==> src/verilog/gdp_defs.svh <==
// Register map, field positions and reset values of the gate-drive PWM control block
`ifndef GDP_DEFS_SVH
`define GDP_DEFS_SVH

// ----------------------------------------
// Register word addresses (one per 32-bit word)
// ----------------------------------------
`define GDP_ADDR_SRC 4'h0
`define GDP_ADDR_ALIGN 4'h1
`define GDP_ADDR_MANUAL 4'h2
`define GDP_ADDR_DT0 4'h3
`define GDP_ADDR_DT1 4'h4
`define GDP_ADDR_POL 4'h5
`define GDP_ADDR_FAULT 4'h6
`define GDP_ADDR_OCEN 4'h7
`define GDP_ADDR_RDBK 4'h8
`define GDP_ADDR_SENSE 4'h9

// ----------------------------------------
// Writable masks and reset values
// ----------------------------------------
`define GDP_MASK_SRC 8'h03
`define GDP_MASK_NIB 8'h0f
`define GDP_MASK_OCEN 8'h0a
`define GDP_MASK_SENSE 8'h03
`define GDP_RST_BYTE 8'h00

// ----------------------------------------
// Fields
// ----------------------------------------
`define GDP_DT_EN_BIT 5
`define GDP_DT_CKS_LSB 6
`define GDP_OCEN_CH0_BIT 1
`define GDP_OCEN_CH1_BIT 3
`define GDP_DT_DIV_W 3

`endif

==> src/verilog/gdp_pkg.sv <==
// Types shared by the gate-drive PWM control block
package gdp_pkg;
    typedef enum logic [1:0] {
        GDP_ALIGN_COMP = 2'h0,
        GDP_ALIGN_TOP = 2'h1,
        GDP_ALIGN_BOT = 2'h2,
        GDP_ALIGN_MANUAL = 2'h3
    } gdp_align_e;

    typedef enum logic [2:0] {
        GDP_BUS_IDLE = 3'h1,
        GDP_BUS_ACK = 3'h2,
        GDP_BUS_DONE = 3'h4
    } gdp_bus_e;
endpackage

==> src/verilog/gdp_deadtime.sv <==
// Rising-edge delay of one gate request for dead-time insertion
`timescale 1ns/1ps
module gdp_deadtime #(
    parameter int CNT_W = 5
) (
    input wire logic clock,
    input wire logic rst_n,
    input wire logic req_in,
    input wire logic enable,
    input wire logic tick,
    input wire logic [CNT_W-1:0] count,
    output logic req_out
);
    // Elaboration check: the down-counter cannot serve other widths
    if (CNT_W < 1 || CNT_W > 8) begin : g_bad_width
        $error("gdp_deadtime: CNT_W out of range");
    end

    logic [CNT_W:0] left_r;
    logic busy_r;
    logic out_r;
    wire last_w = tick && (left_r == {{CNT_W{1'b0}}, 1'b1});

    // Rising edge waits out count+1 ticks; a fall ends it at once
    always_ff @(posedge clock or negedge rst_n) begin
        if (!rst_n) begin
            left_r <= '0;
            busy_r <= 1'b0;
            out_r <= 1'b0;
        end else if (!req_in || !enable) begin
            busy_r <= 1'b0;
            out_r <= req_in;
        end else if (!out_r && !busy_r) begin
            busy_r <= 1'b1;
            left_r <= {1'b0, count} + {{CNT_W{1'b0}}, 1'b1};
        end else if (busy_r && tick) begin
            left_r <= left_r - {{CNT_W{1'b0}}, 1'b1};
            if (last_w) begin
                busy_r <= 1'b0;
                out_r <= 1'b1;
            end
        end
    end

    assign req_out = out_r;

    a_fall_passes: assert property (@(posedge clock) disable iff (!rst_n) // [RQ15]
        !req_in |=> !req_out) else $error("gate fall was delayed");
endmodule

==> src/verilog/gdp_top.sv <==
// Two-channel gate-drive PWM control with Avalon-MM register slave
//
// Chosen here: the address map and the Avalon-MM register port.
`timescale 1ns/1ps
`include "gdp_defs.svh"
//
// Behaviour
// RQ1 - Source bit picks first or second timer
// RQ2 - Align 00 gives complementary top/bottom pair
// RQ3 - Align 01 drives PWM on top only
// RQ4 - Align 10 drives PWM on bottom only
// RQ5 - Align 11 uses manual gate bits
// RQ6 - Manual code 11 turns both off
// RQ7 - Enabled over-current substitutes fault gate bits
// RQ8 - Fault bits ignored while protection disabled
// RQ9 - Fault code 11 turns both off
// RQ10 - Clock select divides system clock 1/2/4/8
// RQ11 - Dead time only when enable bit set
// RQ12 - Dead time lasts count plus one ticks
// RQ13 - Two independent channels, own settings each
// RQ14 - Unassigned bits read zero, ignore writes
// RQ15 - Only rising edges delayed by dead time
// RQ16 - Both requests on forces both off
// RQ17 - Polarity bit zero inverts the output
// RQ18 - Over-current input high means over threshold
// RQ19 - Order: align, fault, dead time, lockout, polarity
// RQ20 - Fault override registered on system clock
module gdp_top (
    input wire logic clock,
    input wire logic rst_b,
    input wire logic [3:0] avs_address,
    input wire logic avs_read,
    input wire logic avs_write,
    input wire logic [31:0] avs_writedata,
    output logic [31:0] avs_readdata,
    output logic avs_waitrequest,
    input wire logic first_timer_pwm_out,
    input wire logic second_timer_pwm_out,
    input wire logic overcurrent_detect_out,
    output logic [1:0] gate_top,
    output logic [1:0] gate_bottom,
    output logic driver_output_enable,
    output logic sense_pin_select
);
    // ----------------------------------------
    // Reset release and pin synchronisers
    // ----------------------------------------
    logic [1:0] rst_sync_r;
    logic rst_n;
    always_ff @(posedge clock or negedge rst_b) begin
        if (!rst_b) begin
            rst_sync_r <= 2'h0;
        end else begin
            rst_sync_r <= {rst_sync_r[0], 1'b1};
        end
    end
    assign rst_n = rst_sync_r[1];

    // Pins come from other clocks; two stages before any logic
    logic [2:0] pin_s1_r;
    logic [2:0] pin_s2_r;
    always_ff @(posedge clock or negedge rst_n) begin
        if (!rst_n) begin
            pin_s1_r <= 3'h0;
            pin_s2_r <= 3'h0;
        end else begin
            pin_s1_r <= {overcurrent_detect_out, second_timer_pwm_out, first_timer_pwm_out};
            pin_s2_r <= pin_s1_r;
        end
    end
    wire pwm_a_w = pin_s2_r[0];
    wire pwm_b_w = pin_s2_r[1];
    wire overcurrent_w = pin_s2_r[2]; // [RQ18]

    // ----------------------------------------
    // Registers
    // ----------------------------------------
    logic [7:0] pwm_source_select_r;
    logic [7:0] align_mode_select_r;
    logic [7:0] manual_gate_control_r;
    logic [7:0] deadtime_config_ch0_r;
    logic [7:0] deadtime_config_ch1_r;
    logic [7:0] output_polarity_select_r;
    logic [7:0] fault_gate_state_r;
    logic [7:0] overcurrent_protect_enable_r;
    logic [7:0] sense_source_and_output_enable_r;
    logic [7:0] output_readback_r;

    gdp_pkg::gdp_bus_e bus_state_r;
    gdp_pkg::gdp_bus_e bus_state_nxt;
    wire req_w = avs_read || avs_write;
    // Request is taken once, in IDLE; ACK releases waitrequest for one edge
    always_comb begin
        bus_state_nxt = bus_state_r;
        unique case (bus_state_r)
            gdp_pkg::GDP_BUS_IDLE: if (req_w) bus_state_nxt = gdp_pkg::GDP_BUS_ACK;
            gdp_pkg::GDP_BUS_ACK: bus_state_nxt = gdp_pkg::GDP_BUS_DONE;
            gdp_pkg::GDP_BUS_DONE: bus_state_nxt = gdp_pkg::GDP_BUS_IDLE;
            default: bus_state_nxt = gdp_pkg::GDP_BUS_IDLE;
        endcase
    end

    // Write lands on the edge at which the master sees waitrequest low
    wire wr_w = avs_write && (bus_state_r == gdp_pkg::GDP_BUS_ACK);
    wire rd_w = avs_read && (bus_state_r == gdp_pkg::GDP_BUS_IDLE);
    wire [7:0] wd_w = avs_writedata[7:0];

    function automatic logic hit(input logic [3:0] a, input logic [3:0] r);
        hit = (a == r);
    endfunction

    // Unassigned bits masked on write and thus read as zero [RQ14]
    always_ff @(posedge clock or negedge rst_n) begin
        if (!rst_n) begin
            pwm_source_select_r <= `GDP_RST_BYTE;
            align_mode_select_r <= `GDP_RST_BYTE;
            manual_gate_control_r <= `GDP_RST_BYTE;
            deadtime_config_ch0_r <= `GDP_RST_BYTE;
            deadtime_config_ch1_r <= `GDP_RST_BYTE;
            output_polarity_select_r <= `GDP_RST_BYTE;
            fault_gate_state_r <= `GDP_RST_BYTE;
            overcurrent_protect_enable_r <= `GDP_RST_BYTE;
            sense_source_and_output_enable_r <= `GDP_RST_BYTE;
        end else if (wr_w) begin
            if (hit(avs_address, `GDP_ADDR_SRC))
                pwm_source_select_r <= wd_w & `GDP_MASK_SRC; // [RQ14]
            if (hit(avs_address, `GDP_ADDR_ALIGN))
                align_mode_select_r <= wd_w & `GDP_MASK_NIB;
            if (hit(avs_address, `GDP_ADDR_MANUAL))
                manual_gate_control_r <= wd_w & `GDP_MASK_NIB;
            if (hit(avs_address, `GDP_ADDR_DT0))
                deadtime_config_ch0_r <= wd_w;
            if (hit(avs_address, `GDP_ADDR_DT1))
                deadtime_config_ch1_r <= wd_w;
            if (hit(avs_address, `GDP_ADDR_POL))
                output_polarity_select_r <= wd_w & `GDP_MASK_NIB;
            if (hit(avs_address, `GDP_ADDR_FAULT))
                fault_gate_state_r <= wd_w & `GDP_MASK_NIB;
            if (hit(avs_address, `GDP_ADDR_OCEN))
                overcurrent_protect_enable_r <= wd_w & `GDP_MASK_OCEN;
            if (hit(avs_address, `GDP_ADDR_SENSE))
                sense_source_and_output_enable_r <= wd_w & `GDP_MASK_SENSE;
        end
    end

    logic [7:0] rd_sel_w;
    always_comb begin
        unique case (avs_address)
            `GDP_ADDR_SRC: rd_sel_w = pwm_source_select_r;
            `GDP_ADDR_ALIGN: rd_sel_w = align_mode_select_r;
            `GDP_ADDR_MANUAL: rd_sel_w = manual_gate_control_r;
            `GDP_ADDR_DT0: rd_sel_w = deadtime_config_ch0_r;
            `GDP_ADDR_DT1: rd_sel_w = deadtime_config_ch1_r;
            `GDP_ADDR_POL: rd_sel_w = output_polarity_select_r;
            `GDP_ADDR_FAULT: rd_sel_w = fault_gate_state_r;
            `GDP_ADDR_OCEN: rd_sel_w = overcurrent_protect_enable_r;
            `GDP_ADDR_RDBK: rd_sel_w = output_readback_r;
            `GDP_ADDR_SENSE: rd_sel_w = sense_source_and_output_enable_r;
            default: rd_sel_w = 8'h00;
        endcase
    end

    always_ff @(posedge clock or negedge rst_n) begin
        if (!rst_n) begin
            bus_state_r <= gdp_pkg::GDP_BUS_IDLE;
            avs_readdata <= 32'h0000_0000;
            avs_waitrequest <= 1'b1;
        end else begin
            bus_state_r <= bus_state_nxt;
            avs_waitrequest <= !(bus_state_nxt == gdp_pkg::GDP_BUS_ACK);
            if (rd_w) begin
                avs_readdata <= {24'h00_0000, rd_sel_w};
            end
        end
    end

    // ----------------------------------------
    // Dead-time clock dividers
    // ----------------------------------------
    logic [`GDP_DT_DIV_W-1:0] div_cnt_r;
    always_ff @(posedge clock or negedge rst_n) begin
        if (!rst_n) begin
            div_cnt_r <= '0;
        end else begin
            div_cnt_r <= div_cnt_r + 3'h1;
        end
    end

    // Tick every 1, 2, 4 or 8 system clocks [RQ10]
    function automatic logic dt_tick(input logic [1:0] cks, input logic [2:0] cnt);
        unique case (cks)
            2'h0: dt_tick = 1'b1;
            2'h1: dt_tick = (cnt[0] == 1'b1);
            2'h2: dt_tick = (cnt[1:0] == 2'h3);
            default: dt_tick = (cnt == 3'h7);
        endcase
    endfunction

    // ----------------------------------------
    // Per-channel gate path
    // ----------------------------------------
    logic [7:0] dt_cfg_w [2];
    assign dt_cfg_w[0] = deadtime_config_ch0_r;
    assign dt_cfg_w[1] = deadtime_config_ch1_r;
    wire [1:0] ocen_w = {overcurrent_protect_enable_r[`GDP_OCEN_CH1_BIT],
        overcurrent_protect_enable_r[`GDP_OCEN_CH0_BIT]};

    logic [1:0] ovr_top_r;
    logic [1:0] ovr_bot_r;
    logic [1:0] dt_top_w;
    logic [1:0] dt_bot_w;
    logic [1:0] lock_top_w;
    logic [1:0] lock_bot_w;

    // Channels fully independent, one copy each [RQ13]
    for (genvar ch = 0; ch < 2; ch++) begin : g_ch
        wire pwm_w = pwm_source_select_r[ch] ? pwm_b_w : pwm_a_w; // [RQ1]
        wire [1:0] mode_w = align_mode_select_r[2*ch+1 -: 2];
        wire man_t_w = manual_gate_control_r[2*ch+1];
        wire man_b_w = manual_gate_control_r[2*ch];
        logic al_top_w;
        logic al_bot_w;
        // Align stage comes first [RQ19]
        always_comb begin
            unique case (mode_w)
                gdp_pkg::GDP_ALIGN_COMP: begin
                    al_top_w = pwm_w; // [RQ2]
                    al_bot_w = !pwm_w;
                end
                gdp_pkg::GDP_ALIGN_TOP: begin
                    al_top_w = pwm_w; // [RQ3]
                    al_bot_w = 1'b0;
                end
                gdp_pkg::GDP_ALIGN_BOT: begin
                    al_top_w = 1'b0; // [RQ4]
                    al_bot_w = pwm_w;
                end
                default: begin
                    al_top_w = man_t_w && !man_b_w; // [RQ5] [RQ6]
                    al_bot_w = man_b_w && !man_t_w;
                end
            endcase
        end

        wire flt_t_w = fault_gate_state_r[2*ch+1];
        wire flt_b_w = fault_gate_state_r[2*ch];
        wire trip_w = ocen_w[ch] && overcurrent_w; // [RQ7] [RQ8]
        // Override registered; lands on the next edge [RQ20]
        always_ff @(posedge clock or negedge rst_n) begin
            if (!rst_n) begin
                ovr_top_r[ch] <= 1'b0;
                ovr_bot_r[ch] <= 1'b0;
            end else if (trip_w) begin
                ovr_top_r[ch] <= flt_t_w && !flt_b_w; // [RQ9]
                ovr_bot_r[ch] <= flt_b_w && !flt_t_w;
            end else begin
                ovr_top_r[ch] <= al_top_w;
                ovr_bot_r[ch] <= al_bot_w;
            end
        end

        wire tick_w = dt_tick(dt_cfg_w[ch][`GDP_DT_CKS_LSB +: 2], div_cnt_r);
        wire dten_w = dt_cfg_w[ch][`GDP_DT_EN_BIT]; // [RQ11]
        // Rising edges only, count+1 ticks [RQ12] [RQ15]
        gdp_deadtime #(.CNT_W(5)) u_dt_top (
            .clock(clock),
            .rst_n(rst_n),
            .req_in(ovr_top_r[ch]),
            .enable(dten_w),
            .tick(tick_w),
            .count(dt_cfg_w[ch][4:0]),
            .req_out(dt_top_w[ch])
        );
        gdp_deadtime #(.CNT_W(5)) u_dt_bot (
            .clock(clock),
            .rst_n(rst_n),
            .req_in(ovr_bot_r[ch]),
            .enable(dten_w),
            .tick(tick_w),
            .count(dt_cfg_w[ch][4:0]),
            .req_out(dt_bot_w[ch])
        );

        // Both on means something broke; shut both [RQ16]
        assign lock_top_w[ch] = dt_top_w[ch] && !dt_bot_w[ch];
        assign lock_bot_w[ch] = dt_bot_w[ch] && !dt_top_w[ch];
    end

    // ----------------------------------------
    // Polarity and outputs
    // ----------------------------------------
    wire [1:0] pol_top_w = {output_polarity_select_r[3], output_polarity_select_r[1]};
    wire [1:0] pol_bot_w = {output_polarity_select_r[2], output_polarity_select_r[0]};
    // Reset polarity is 0, so outputs invert; with PWM low, top gates idle off (high) and bottom gates on (low)
    always_ff @(posedge clock or negedge rst_n) begin
        if (!rst_n) begin
            gate_top <= 2'h0;
            gate_bottom <= 2'h0;
            output_readback_r <= 8'h00;
            driver_output_enable <= 1'b0;
            sense_pin_select <= 1'b0;
        end else begin
            gate_top <= lock_top_w ^ ~pol_top_w; // [RQ17]
            gate_bottom <= lock_bot_w ^ ~pol_bot_w;
            // Readback: top gate state before polarity, on = high
            output_readback_r <= {6'h00, lock_top_w};
            driver_output_enable <= sense_source_and_output_enable_r[0];
            sense_pin_select <= sense_source_and_output_enable_r[1];
        end
    end

    // ----------------------------------------
    // Checks
    // ----------------------------------------
    a_trip_override: assert property (@(posedge clock) disable iff (!rst_n) // [RQ7]
        ocen_w[0] && overcurrent_w && fault_gate_state_r[1:0] == 2'h1
        |=> !ovr_top_r[0] && ovr_bot_r[0]) else $error("fault state not applied");
    a_no_trip_ignore: assert property (@(posedge clock) disable iff (!rst_n) // [RQ8]
        !ocen_w[1] && align_mode_select_r[3:2] == 2'h1
        |=> ovr_top_r[1] == $past(pwm_source_select_r[1] ? pwm_b_w : pwm_a_w))
        else $error("fault bits leaked while disabled");
    a_never_both_on: assert property (@(posedge clock) disable iff (!rst_n) // [RQ16]
        !(lock_top_w[0] && lock_bot_w[0]) && !(lock_top_w[1] && lock_bot_w[1]))
        else $error("both gates on");
    // Skip the release edge: the output flop was still in reset there
    a_polarity_out: assert property (@(posedge clock) disable iff (!rst_n) // [RQ17]
        rst_n |=> gate_top[0] == ($past(lock_top_w[0]) ^ !$past(pol_top_w[0]))
        && gate_bottom[1] == ($past(lock_bot_w[1]) ^ !$past(pol_bot_w[1])))
        else $error("polarity wrong");
    a_nodt_pass: assert property (@(posedge clock) disable iff (!rst_n) // [RQ11]
        !dt_cfg_w[0][`GDP_DT_EN_BIT] && $rose(ovr_top_r[0]) |=> dt_top_w[0])
        else $error("delay without enable");
    a_comp_pair: assert property (@(posedge clock) disable iff (!rst_n) // [RQ2]
        rst_n && !ocen_w[0] && align_mode_select_r[1:0] == 2'h0
        |=> ovr_top_r[0] != ovr_bot_r[0])
        else $error("pair not complementary");
    a_manual_both: assert property (@(posedge clock) disable iff (!rst_n) // [RQ6]
        !ocen_w[1] && align_mode_select_r[3:2] == 2'h3 && manual_gate_control_r[3:2] == 2'h3
        |=> !ovr_top_r[1] && !ovr_bot_r[1]) else $error("manual 11 not off");
    a_unmapped_zero: assert property (@(posedge clock) disable iff (!rst_n) // [RQ14]
        rd_w && avs_address > `GDP_ADDR_SENSE |=> avs_readdata == 32'h0)
        else $error("unmapped read nonzero");
    a_bus_answer: assert property (@(posedge clock) disable iff (!rst_n)
        bus_state_r == gdp_pkg::GDP_BUS_IDLE && req_w |=> !avs_waitrequest ##1 avs_waitrequest)
        else $error("bus answer timing");
endmodule

==> config.mk <==
export PLATFORM = sky130hd
export DESIGN_NAME = gdp_top
export DESIGN_NICKNAME = d
export VERILOG_FILES = /design/src/verilog/gdp_pkg.sv /design/src/verilog/gdp_deadtime.sv /design/src/verilog/gdp_top.sv
export VERILOG_INCLUDE_DIRS = /design/src /design/src/verilog
export SDC_FILE = /design/constraint.sdc
export NUM_CORES = 1
export LEC_CHECK = 0
export ABC_AREA = 1
export BUFFER_PORTS_ARGS = -buffer_cell sky130_fd_sc_hd__buf_2
export CORE_ASPECT_RATIO = 1.25
export CORE_MARGIN = 4
export CORE_UTILIZATION = 53
export DETAILED_ROUTE_END_ITERATION = 10
export MAX_ROUTING_LAYER = met4
export PLACE_DENSITY = 0.71
export SLEW_MARGIN = 10
export SYNTH_ARGS = -nofsm -noshare
export SYNTH_HDL_FRONTEND = slang
export SYNTH_SLANG_ARGS = --single-unit
==> constraint.sdc <==
create_clock -name clock -period 7.8 [get_ports clock]
set_input_delay 1.56 -clock clock [delete_from_list [all_inputs] [get_ports clock]]
set_output_delay 1.56 -clock clock [all_outputs]
set_load 0.02 [all_outputs]
==> results of run 1 <==
-- metal layers --
metal | track usage, % | vias to the layer above | share of wire [%] | routed length [um]
li1 | - | 2194 | - | -
met1 | 24.7 | 2055 | 42 | 5000
met2 | 36.8 | 89 | 53 | 6260
met3 | 3.26 | 15 | 3.6 | 431
met4 | 8.03 | 0 | 1.7 | 206
met5 | - | - | 0 | 0
-- worst max-delay path by stage --
| stage | startpoint | slack (ns) | cells after the start | end |
|---|---|---|---|---|
| after floorplan | rst_sync_r[1] | 4.66 | 0 | align_mode_select_r[0] |
| after global placement | avs_address[3] | 5.14 | 10 | avs_readdata[3] |
| after detailed placement | avs_address[3] | 5.14 | 7 | align_mode_select_r[0] |
| after CTS | avs_waitrequest | 5.22 | 1 | avs_waitrequest |
| after global routing | avs_waitrequest | 5.20 | 1 | avs_waitrequest |
| final | avs_waitrequest | 5.24 | 1 | avs_waitrequest |
-- logic make-up after synthesis --
| family | Yosys count | synth area share [%] |
|---|---|---|
| simple gates | 334 | 25.7 |
| compound gates | 106 | 11.7 |
| flops | 105 | 47.7 |
| buf+inv | 100 | 8.76 |
| xor+xnor | 21 | 3.33 |
| fa+ha+maj | 12 | 2.72 |
| other cells | 2 | 0.136 |
-- cell type report --
class / count / area share, %
clock inverter: 5 / 1.04
timing repair buffer: 34 / 2.86
inverter: 74 / 4.64
sequential: 105 / 43.6
clock buffer: 11 / 4.02
multi-input combinational: 498 / 41.2
tap: 129 / 2.67
-- power by group --
part / switching [mW] / internal (mW) / leakage (nW) / total, mW
logic: 0.392 / 0.213 / 1.60 / 0.604
clock network: 0.205 / 0.260 / 0.143 / 0.465
registers: 0.137 / 0.699 / 1.37 / 0.836
-- sequential cells by signal, indices dropped and copies added, names as in the netlist, 3 cells and up --
name,count
pin_s1_r,3
avs_readdata,8
align_mode_select_r,4
deadtime_config_ch0_r,8
g_ch.u_dt_bot.left_r,12
pin_s2_r,3
output_polarity_select_r,4
manual_gate_control_r,4
deadtime_config_ch1_r,8
fault_gate_state_r,4
bus_state_r,3
div_cnt_r,3
g_ch.u_dt_top.left_r,12
-- metrics by stage --
stage / setup slack (ns) / total power [mW] / util, %
after global placement: 5.14 / 1.42 / 56.5
after floorplan: 4.66 / 1.29 / -
after detailed placement: 5.14 / 1.45 / 56.5
after global routing: 5.20 / 2.04 / 59.5
final: 5.24 / 1.90 / 59.5
after CTS: 5.22 / 1.92 / 59.5
-- placed cells by master (no fill, tap or decap), drive strengths merged --
| cell type | instances |
|---|---|
| a21boi | 4 |
| a21o | 1 |
| a21oi | 10 |
| a22o | 1 |
| a31oi | 4 |
| buf | 34 |
| bufinv | 1 |
| clkbuf | 11 |
| clkinvlp | 2 |
| conb | 25 |
| dfrtp | 103 |
| dfstp | 2 |
| ha | 12 |
| inv | 76 |
| nand2 | 226 |
| nand3 | 42 |
| nand3b | 1 |
| nand4 | 4 |
| nor2 | 57 |
| nor3 | 3 |
| o21ai | 80 |
| o21bai | 3 |
| o22ai | 3 |
| or2 | 1 |
| xnor2 | 8 |
| xor2 | 13 |
==> results.ini, run 1 <==
[clock_tree]
clock_tree_from_tritoncts=done
cts.root.buffer_cell=sky130_fd_sc_hd__clkbuf_16
clk_path_buf_depth=2
clk_transition_reported_paths_ns=0.07
post-cts-setup-buffer-count=0
cts-buffers-inserted=9
cts_resized=0
cts_hold_repair.buffers=0
cts_num_sinks=105
insertion_delay_ns=0.34
cts-htree-levels=3

[outcome]
outcome=finished clean

[finish]
n_antenna_cell=0
fillerInstances=928
area_growth_pct=9.55
seq_area_um2=2630
share_of_cells_above_drive_strength_1_pct=12.9
multi_input_area_um2=2490
design_area_um2=6040
finalNonFillerCells=856
design.final.nets=777

[synth]
ys_types=35
ys_seq_area_share_pct=47.7
syn-cell-area_um2=5520
yosys-top-cells-area=sky130_fd_sc_hd__dfrtp_1 (47%), sky130_fd_sc_hd__nand2_1 (15%), sky130_fd_sc_hd__o21ai_0 (5.4%), sky130_fd_sc_hd__inv_1 (4.8%), sky130_fd_sc_hd__nand3_1 (3.6%)
top_cell_type_by_total_area_after_synthesis=sky130_fd_sc_hd__dfrtp_1
netlist_instances=680
ys_ff_latch=105
yosys.area.top_type_share_pct=46.7
synth_edf_count=0
synth_flop_cell=sky130_fd_sc_hd__dfrtp_1
synthesis.yosys.warnings=0
yosys.cell_count.top_type=sky130_fd_sc_hd__nand2_1
synthesis.area_per_instance_um2=8.11
synth.top_cells.by_count=sky130_fd_sc_hd__nand2_1 (221), sky130_fd_sc_hd__dfrtp_1 (103), sky130_fd_sc_hd__inv_1 (71)
postSynth.asyncResetShare_pct=100

[floorplanning]
core_region_area_um2=10200
chipWidth_um=99.2
placement_rows=41
floorplan.io_pins=82
fp.dieH_um=122
design.die.area_um2=12100
starting_density_pct=54.3

[timing]
layout_min_cycle_time_ns=2.56
drv_slew=0
worstMarginPinSlew_ns=0.843
worst_hold_slack_ns=0.294
finalSetupTns_ns=0
slew_headroom_pct=43.8
rsz0062_at_grt=false
achievable-frequency_mhz=390
post-route-period-util_pct=32.9
clock-skew-final_ns=0.00646
final_hold_viol_count=0
setup_violations=0

[global_routing]
globalRoute.totalOverflow=0
grt_max_degree=66
globalRouteTotalUtil_pct=21.2
first_global_vias=4292
global_route_wire_length_before_repair_mm=19.8
number_of_antenna_violations_at_the_first_check_in_global_routing=0

[setup_path]
worst_r2r_startpoint=div_cnt_r[0]
critical_path.reg2reg.endpoint=g_ch[1].u_dt_bot.left_r[3]
cp_max_fo=1
criticalPathCategory=flip-flop to primary output
crit_path_cell_trace=buf_2
setup.worst_path.start_class=flip-flop
worstPathRequired_ns=6.24
critical_path.top_delay_family=flip-flops
cp_max_stage_cell=sky130_fd_sc_hd__dfstp_2
reg2reg_slack_ns=5.93
worstSetupEndpointType=primary output
cp.buffers_inverters=1
worst_ep_arrival_time_ns=1.00
worst_r2r_path_depth=9
critical-path-max-stage-delay_ns=0.51

[routing]
starting_drc_count_in_detailed_routing=257
firstDrtPassIters=4
drt.antenna.violating_nets=0
drt_drc_violations_left=0
wl_per_cell_um=13.9
wire_length_reported_by_the_detailed_router_mm=11.9
dr_total_vias=4353
routed_via_density=5.09

[worst_hold_path]
holdCritPathClass=flip-flop to async pin

[placement]
dp.final_hpwl_mm=8.85
io_buffers=33
detailed_place.area_um2=5740
globalplace.congestion=0.941
place_inst=840

[power_and_ir_drop]
leak_pwr_nw=3.11
ir_drop_worst_vdd_mv=0.131
power_density_nw_per_um2=315

[flow_run]
drv_cap=0

No activity file was read; power rests on OpenSTA's default activity.
==> run 2, diff against run 1 <==
clock period = 2.6 ns   (was 7.8 ns; I/O delays follow)
==> results.ini, run 2 (synthesized netlist as in run 1, its figures left out) <==
[outcome]
outcome=finished clean

[clock_tree]
cts.root.buffer_cell=sky130_fd_sc_hd__clkbuf_16
cts-buffers-inserted=9
clk_transition_reported_paths_ns=0.07
clock_tree_from_tritoncts=done
clk_path_buf_depth=2
insertion_delay_ns=0.35
cts_resized=0
post-cts-setup-buffer-count=0
cts-htree-levels=3
cts_num_sinks=105

[floorplanning]
starting_density_pct=54.3
fp.dieH_um=122
core_region_area_um2=10200
design.die.area_um2=12100
chipWidth_um=99.2
floorplan.io_pins=82
placement_rows=41

[finish]
layout_common_cells=sky130_fd_sc_hd__nand2_1 (221), sky130_fd_sc_hd__dfrtp_1 (102), sky130_fd_sc_hd__inv_1 (71)
n_antenna_cell=0
design.final.nets=778
layout_top_registers=g_ch.u_dt_bot.left_r: 12 flops, g_ch.u_dt_top.left_r: 12 flops
area_growth_pct=9.60
fillerInstances=908
share_of_cells_above_drive_strength_1_pct=13.0
layout_commonest_cell=sky130_fd_sc_hd__nand2_1
finalNonFillerCells=857

[timing]
rsz0062_at_grt=false
setup_violations=0
finalSetupTns_ns=0
final_hold_viol_count=0
drv_slew=0
clock-skew-final_ns=0.00743
achievable-frequency_mhz=532
slew_headroom_pct=48.6
post-route-period-util_pct=72.2
layout_min_cycle_time_ns=1.88
worstMarginPinSlew_ns=0.770

[power_and_ir_drop]
switchingPower_mw=2.20
power_density_nw_per_um2=928
clkPwrFrac_pct=23.1
ir_drop_worst_vdd_mv=0.449
sequentialPowerShare_pct=44.8
internal_power_mw=3.41
leak_pwr_nw=3.12
p_comb_share_pct=32.1
netSwitchingFraction_pct=39.2

[global_routing]
globalRouteTotalUtil_pct=20.7
grt_max_degree=60
first_global_vias=4262
number_of_antenna_violations_at_the_first_check_in_global_routing=0
global_route_wire_length_before_repair_mm=19.5
globalRoute.totalOverflow=0

[setup_path]
criticalPathCategory=flip-flop to flip-flop
cp_max_fo=5
worst_r2r_path_depth=9
critical_path.reg2reg.endpoint=g_ch[1].u_dt_bot.left_r[2]
setup.worst_path.start_class=flip-flop
reg2reg_slack_ns=0.72
critPathLaunch=div_cnt_r[0]
worst_ep_arrival_time_ns=2.16
worstPathRequired_ns=2.88
worst_r2r_startpoint=div_cnt_r[0]
crit_end=g_ch[1].u_dt_bot.left_r[2]
worstSetupEndpointType=flip-flop

[worst_hold_path]
holdCritPathClass=primary input to flip-flop

[placement]
globalplace.congestion=0.948
place_inst=840
io_buffers=33
dp.final_hpwl_mm=8.67

[routing]
drt.antenna.violating_nets=0
drt_drc_violations_left=0
starting_drc_count_in_detailed_routing=279
wire_length_reported_by_the_detailed_router_mm=11.6
firstDrtPassIters=5
routed_via_density=5.10
dr_total_vias=4374
wl_per_cell_um=13.5

[flow_run]
drv_cap=0

-- run 2: how the worst min path moves through the flow --
stage | from | to | cells past startpoint
3_5_place_dp | rst_b | rst_sync_r[0] | 1
4_1_cts | first_timer_pwm_out | pin_s1_r[0] | 1
6_report | first_timer_pwm_out | pin_s1_r[0] | 1
2_1_floorplan | rst_b | rst_sync_r[0] | 0
3_3_place_gp | rst_b | rst_sync_r[0] | 1
5_1_grt | first_timer_pwm_out | pin_s1_r[0] | 1
-- run 2: through the flow --
stage / setup slack [ns] / instance area (um2) / util (%) / hold WS, ns / power [mW]
final: 0.722 / 6040 / 59.5 / 0.275 / 5.61
after global routing: 0.509 / 6040 / 59.5 / 0.272 / 6.05
after CTS: 0.720 / 6040 / 59.5 / 0.266 / 5.66
after detailed placement: 0.751 / 5750 / 56.6 / 0.307 / 4.33
after global placement: 0.812 / 5750 / 56.6 / 0.305 / 4.25
after floorplan: 0.842 / 5600 / - / 0.224 / 3.85
-- run 2: area by class of cell --
type	instances	area, um2	share of cell area [%]
clock buffer	9	225	3.73
clock inverter	7	60.1	0.994
inverter	74	280	4.64
multi-input combinational	498	2490	41.2
sequential	105	2630	43.6
tap	129	161	2.67
timing repair buffer	35	195	3.23
-- run 2: metal layers --
metal,share of wire [%],GRT usage (%),up-vias,wire length (um)
li1,-,-,2195,-
met1,43,25.1,2046,5020
met2,50,34.4,104,5730
met3,3.9,2.92,29,453
met4,3.1,9.48,0,355
met5,0,-,-,0
-- run 2: power by group through the flow --
stage	sequential (mW)	clock, mW	combinational [mW]
2_1_floorplan	2.51	0	1.34
3_3_place_gp	2.52	0	1.74
3_5_place_dp	2.53	0	1.80
4_1_cts	2.50	1.34	1.81
5_1_grt	2.57	1.41	2.07
6_report	2.51	1.30	1.80
-- run 2: worst max-delay path, stage by stage, from the launching register on --
cell and delay [ns]:
sky130_fd_sc_hd__dfrtp_1 0.42, sky130_fd_sc_hd__ha_1 0.27, sky130_fd_sc_hd__ha_1 0.22, sky130_fd_sc_hd__nand2_1 0.07, sky130_fd_sc_hd__nand3_1 0.09, sky130_fd_sc_hd__o21ai_2 0.12
sky130_fd_sc_hd__inv_1 0.14, sky130_fd_sc_hd__o21bai_1 0.31, sky130_fd_sc_hd__nand2_1 0.09, sky130_fd_sc_hd__nand2_1 0.08
-- run 2: what timing repair did --
action / 4_1_cts / 5_1_grt
setup endpoints to repair: 0 / 0
hold buffers: 1 / 0
hold endpoints to repair: 2 / 0
==> run 3, diff against run 2 <==
ABC_AREA = 0   (was 1)
clock period = 1.85 ns   (was 2.6 ns; I/O delays follow)
==> results.ini, run 3 <==
[finish]
design.final.nets=614
layout_commonest_cell=sky130_fd_sc_hd__dfrtp_1
layout_top_registers=g_ch.u_dt_bot.left_r: 12 flops, g_ch.u_dt_top.left_r: 12 flops
layout_common_cells=sky130_fd_sc_hd__dfrtp_1 (102), sky130_fd_sc_hd__mux2_2 (43), sky130_fd_sc_hd__buf_2 (33)
n_antenna_cell=0
design_area_um2=6270
seq_area_um2=2630
area_growth_pct=13.3
multi_input_area_um2=2740
share_of_cells_above_drive_strength_1_pct=26.2
final_core_util_pct=61.8
fillerInstances=831

[worst_hold_path]
whs_endpoint=pin_s1_r[0]
holdCritPathClass=primary input to flip-flop
hold_start=first_timer_pwm_out
timing.hold.worst_path_depth=1

[clock_tree]
clock_tree_from_tritoncts=done
cts_num_sinks=105
clk_path_buf_depth=2
insertion_delay_ns=0.34
cts-htree-levels=3
clk_transition_reported_paths_ns=0.06
cts-buffers-inserted=9
cts.root.buffer_cell=sky130_fd_sc_hd__clkbuf_16

[setup_path]
critical-path-max-stage-delay_ns=0.40
reg2reg_slack_ns=0.10
critical_path.reg2reg.endpoint=g_ch[1].u_dt_top.left_r[1]
most_used_cell_along_the_critical_path=sky130_fd_sc_hd__ha_4
worstPathRequired_ns=2.07
worstSetupEndpointType=flip-flop
setup.worst_path.start_class=flip-flop
cp.buffers_inverters=0
cp_max_fo=7
crit_path_cell_trace=ha_4 > ha_4 > mux2i_2 > mux2_4 > a21oi_2 > mux2_2
critical_path.top_delay_family=multiplexers
worst_r2r_path_depth=6
cp_max_stage_cell=sky130_fd_sc_hd__dfrtp_1
worst_r2r_startpoint=div_cnt_r[0]
worst_ep_arrival_time_ns=1.97
criticalPathCategory=flip-flop to flip-flop

[timing]
layout_min_cycle_time_ns=1.75
setup_violations=0
clock-skew-final_ns=0.00885
drv_slew=0
post-route-period-util_pct=94.6
final_hold_viol_count=0
achievable-frequency_mhz=572
rsz0062_at_grt=true
slew_headroom_pct=61.4
worstMarginPinSlew_ns=0.579

[power_and_ir_drop]
clkPwrFrac_pct=21.7
power_density_nw_per_um2=1320
sequentialPowerShare_pct=43.8
ir_drop_worst_vdd_mv=0.631
p_comb_share_pct=34.6
internal_power_mw=5.29
netSwitchingFraction_pct=36.2
switchingPower_mw=3.00
leak_pwr_nw=2.84

[synth]
ys_seq_area_share_pct=47.5
yosys.area.top_type_share_pct=46.6
ys_types=68
netlist_instances=504
top_cell_type_by_total_area_after_synthesis=sky130_fd_sc_hd__dfrtp_1
syn-cell-area_um2=5540
yosys.cell_count.top_type=sky130_fd_sc_hd__dfrtp_1
synthesis.area_per_instance_um2=11.0
synthesis.yosys.warnings=0
synth_edf_count=0
synth.top_cells.by_count=sky130_fd_sc_hd__dfrtp_1 (103), sky130_fd_sc_hd__mux2_2 (43), sky130_fd_sc_hd__nor2_1 (31)
yosys-top-cells-area=sky130_fd_sc_hd__dfrtp_1 (47%), sky130_fd_sc_hd__mux2_2 (8.7%), sky130_fd_sc_hd__buf_4 (3.3%), sky130_fd_sc_hd__mux2i_1 (2.9%), sky130_fd_sc_hd__ha_1 (2.7%)
postSynth.asyncResetShare_pct=100
ys_ff_latch=105
synth_flop_cell=sky130_fd_sc_hd__dfrtp_1

[global_routing]
globalRoute.totalOverflow=0
grt_max_degree=44
globalRouteTotalUtil_pct=21.3
global_route_wire_length_before_repair_mm=19.8
number_of_antenna_violations_at_the_first_check_in_global_routing=0
first_global_vias=3971

[placement]
io_buffers=33
dp.final_hpwl_mm=9.20
globalplace.congestion=0.897
detailed_place.area_um2=5890

[routing]
dr.max_layer_used=met4
firstDrtPassIters=5
wire_length_reported_by_the_detailed_router_mm=12.3
wl_per_cell_um=17.8
met3WireLength_um=422
dr_wl_met2_mm=6.57
drt_drc_violations_left=0
routed_via_density=5.87
starting_drc_count_in_detailed_routing=259
drt.antenna.violating_nets=0
drt-met1-wl_mm=5.08
dr_total_vias=4068

[floorplanning]
design.die.area_um2=12200
fp.dieH_um=122
core_region_area_um2=10200
placement_rows=41
floorplan.io_pins=82
chipWidth_um=99.4
starting_density_pct=54.5

[flow_run]
drv_cap=0

[outcome]
outcome=finished clean

[run 3: cell types whose count changed in the layout (fill, tap and decap cells not counted), sizes merged, moves of 9 or more]
cell,before,now
nor3,3,12
mux2i,0,16
buf,34,61
nand3,42,11
nor2,57,31
nand2,226,31
nor2b,0,11
o21ai,80,15
xor2,13,4
mux2,0,45
inv,78,15
nand2b,0,11
[run 3: cell type report]
type / instances / area share, %
multi-input cells: 366 / 43.6
repair buffers: 62 / 6.34
clock inverters: 3 / 0.399
clock buffers: 13 / 4.15
well taps: 129 / 2.57
flip-flops and latches: 105 / 42.0
inverters: 15 / 0.898
[run 3: metal layers]
| metal | vias up | GRT usage (%) |
|---|---|---|
| met5 | - | - |
| li1 | 1907 | - |
| met1 | 2038 | 26.6 |
| met3 | 18 | 3.07 |
| met4 | 0 | 7.43 |
| met2 | 105 | 35.8 |
[run 3: worst reg2reg max path: stages (launching register included)]
cell	delay, ns
sky130_fd_sc_hd__dfrtp_1	0.40
sky130_fd_sc_hd__ha_4	0.16
sky130_fd_sc_hd__ha_4	0.14
sky130_fd_sc_hd__mux2i_2	0.08
sky130_fd_sc_hd__mux2_4	0.33
sky130_fd_sc_hd__a21oi_2	0.19
sky130_fd_sc_hd__mux2_2	0.35
[run 3: metrics by stage]
stage | setup WS (ns) | total power [mW] | hold WS [ns] | std cells | setup TNS, ns
floorplan | 0.0754 | 5.57 | 0.0744 | 527 | 0
global placement | 0.0371 | 6.33 | 0.155 | 674 | 0
detailed placement | -0.0770 | 6.43 | 0.157 | 674 | -0.0872
CTS | 0.00474 | 8.26 | 0.120 | 692 | 0
global route | -0.00738 | 8.80 | 0.120 | 693 | -0.00738
finish | 0.101 | 8.29 | 0.129 | 693 | 0
[run 3: repair_timing]
action | 4_1_cts | 5_1_grt
setup buffers | 1 | 1
hold buffers | 1 | 0
gates resized for setup | 2 | 10
pin swaps | 1 | 2
endpoints found under the hold margin | 2 | 0
setup endpoints to repair | 5 | 12
[run 3: how the worst max path moves through the flow]
stage	start	end	slack, ns	cells after the start
floorplan	div_cnt_r[0]	g_ch[0].u_dt_top.left_r[1]	0.08	6
global placement	div_cnt_r[0]	g_ch[0].u_dt_top.left_r[2]	0.04	6
detailed placement	div_cnt_r[0]	g_ch[0].u_dt_top.left_r[2]	-0.08	6
CTS	div_cnt_r[0]	g_ch[1].u_dt_top.left_r[4]	0.005	7
global route	div_cnt_r[0]	g_ch[0].u_dt_top.left_r[2]	-0.007	6
finish	div_cnt_r[0]	g_ch[1].u_dt_top.left_r[1]	0.10	6
[run 3: kinds of logic (layout without fill, tap and decap cells)]
family,count (synthesis),in the layout,share of synthesized area [%]
AND/OR/NAND/NOR,157,157,15.8
other,2,25,0.136
multiplexers,63,63,13.0
AO/OA/AOI/OAI,99,99,13.4
flip-flops,105,105,47.5
XOR/XNOR,10,10,1.58
buffers and inverters,56,93,5.83
adder cells (fa/ha/maj),12,12,2.71
[run 3: power by group through the flow]
stage                     Clock, mW  Combinational, mW  Sequential [mW]
after floorplan                   0               1.99             3.58
after global routing           1.92               3.15             3.73
final                          1.79               2.87             3.63
after global placement            0               2.72             3.62
after detailed placement          0               2.78             3.64
after CTS                      1.83               2.82             3.61
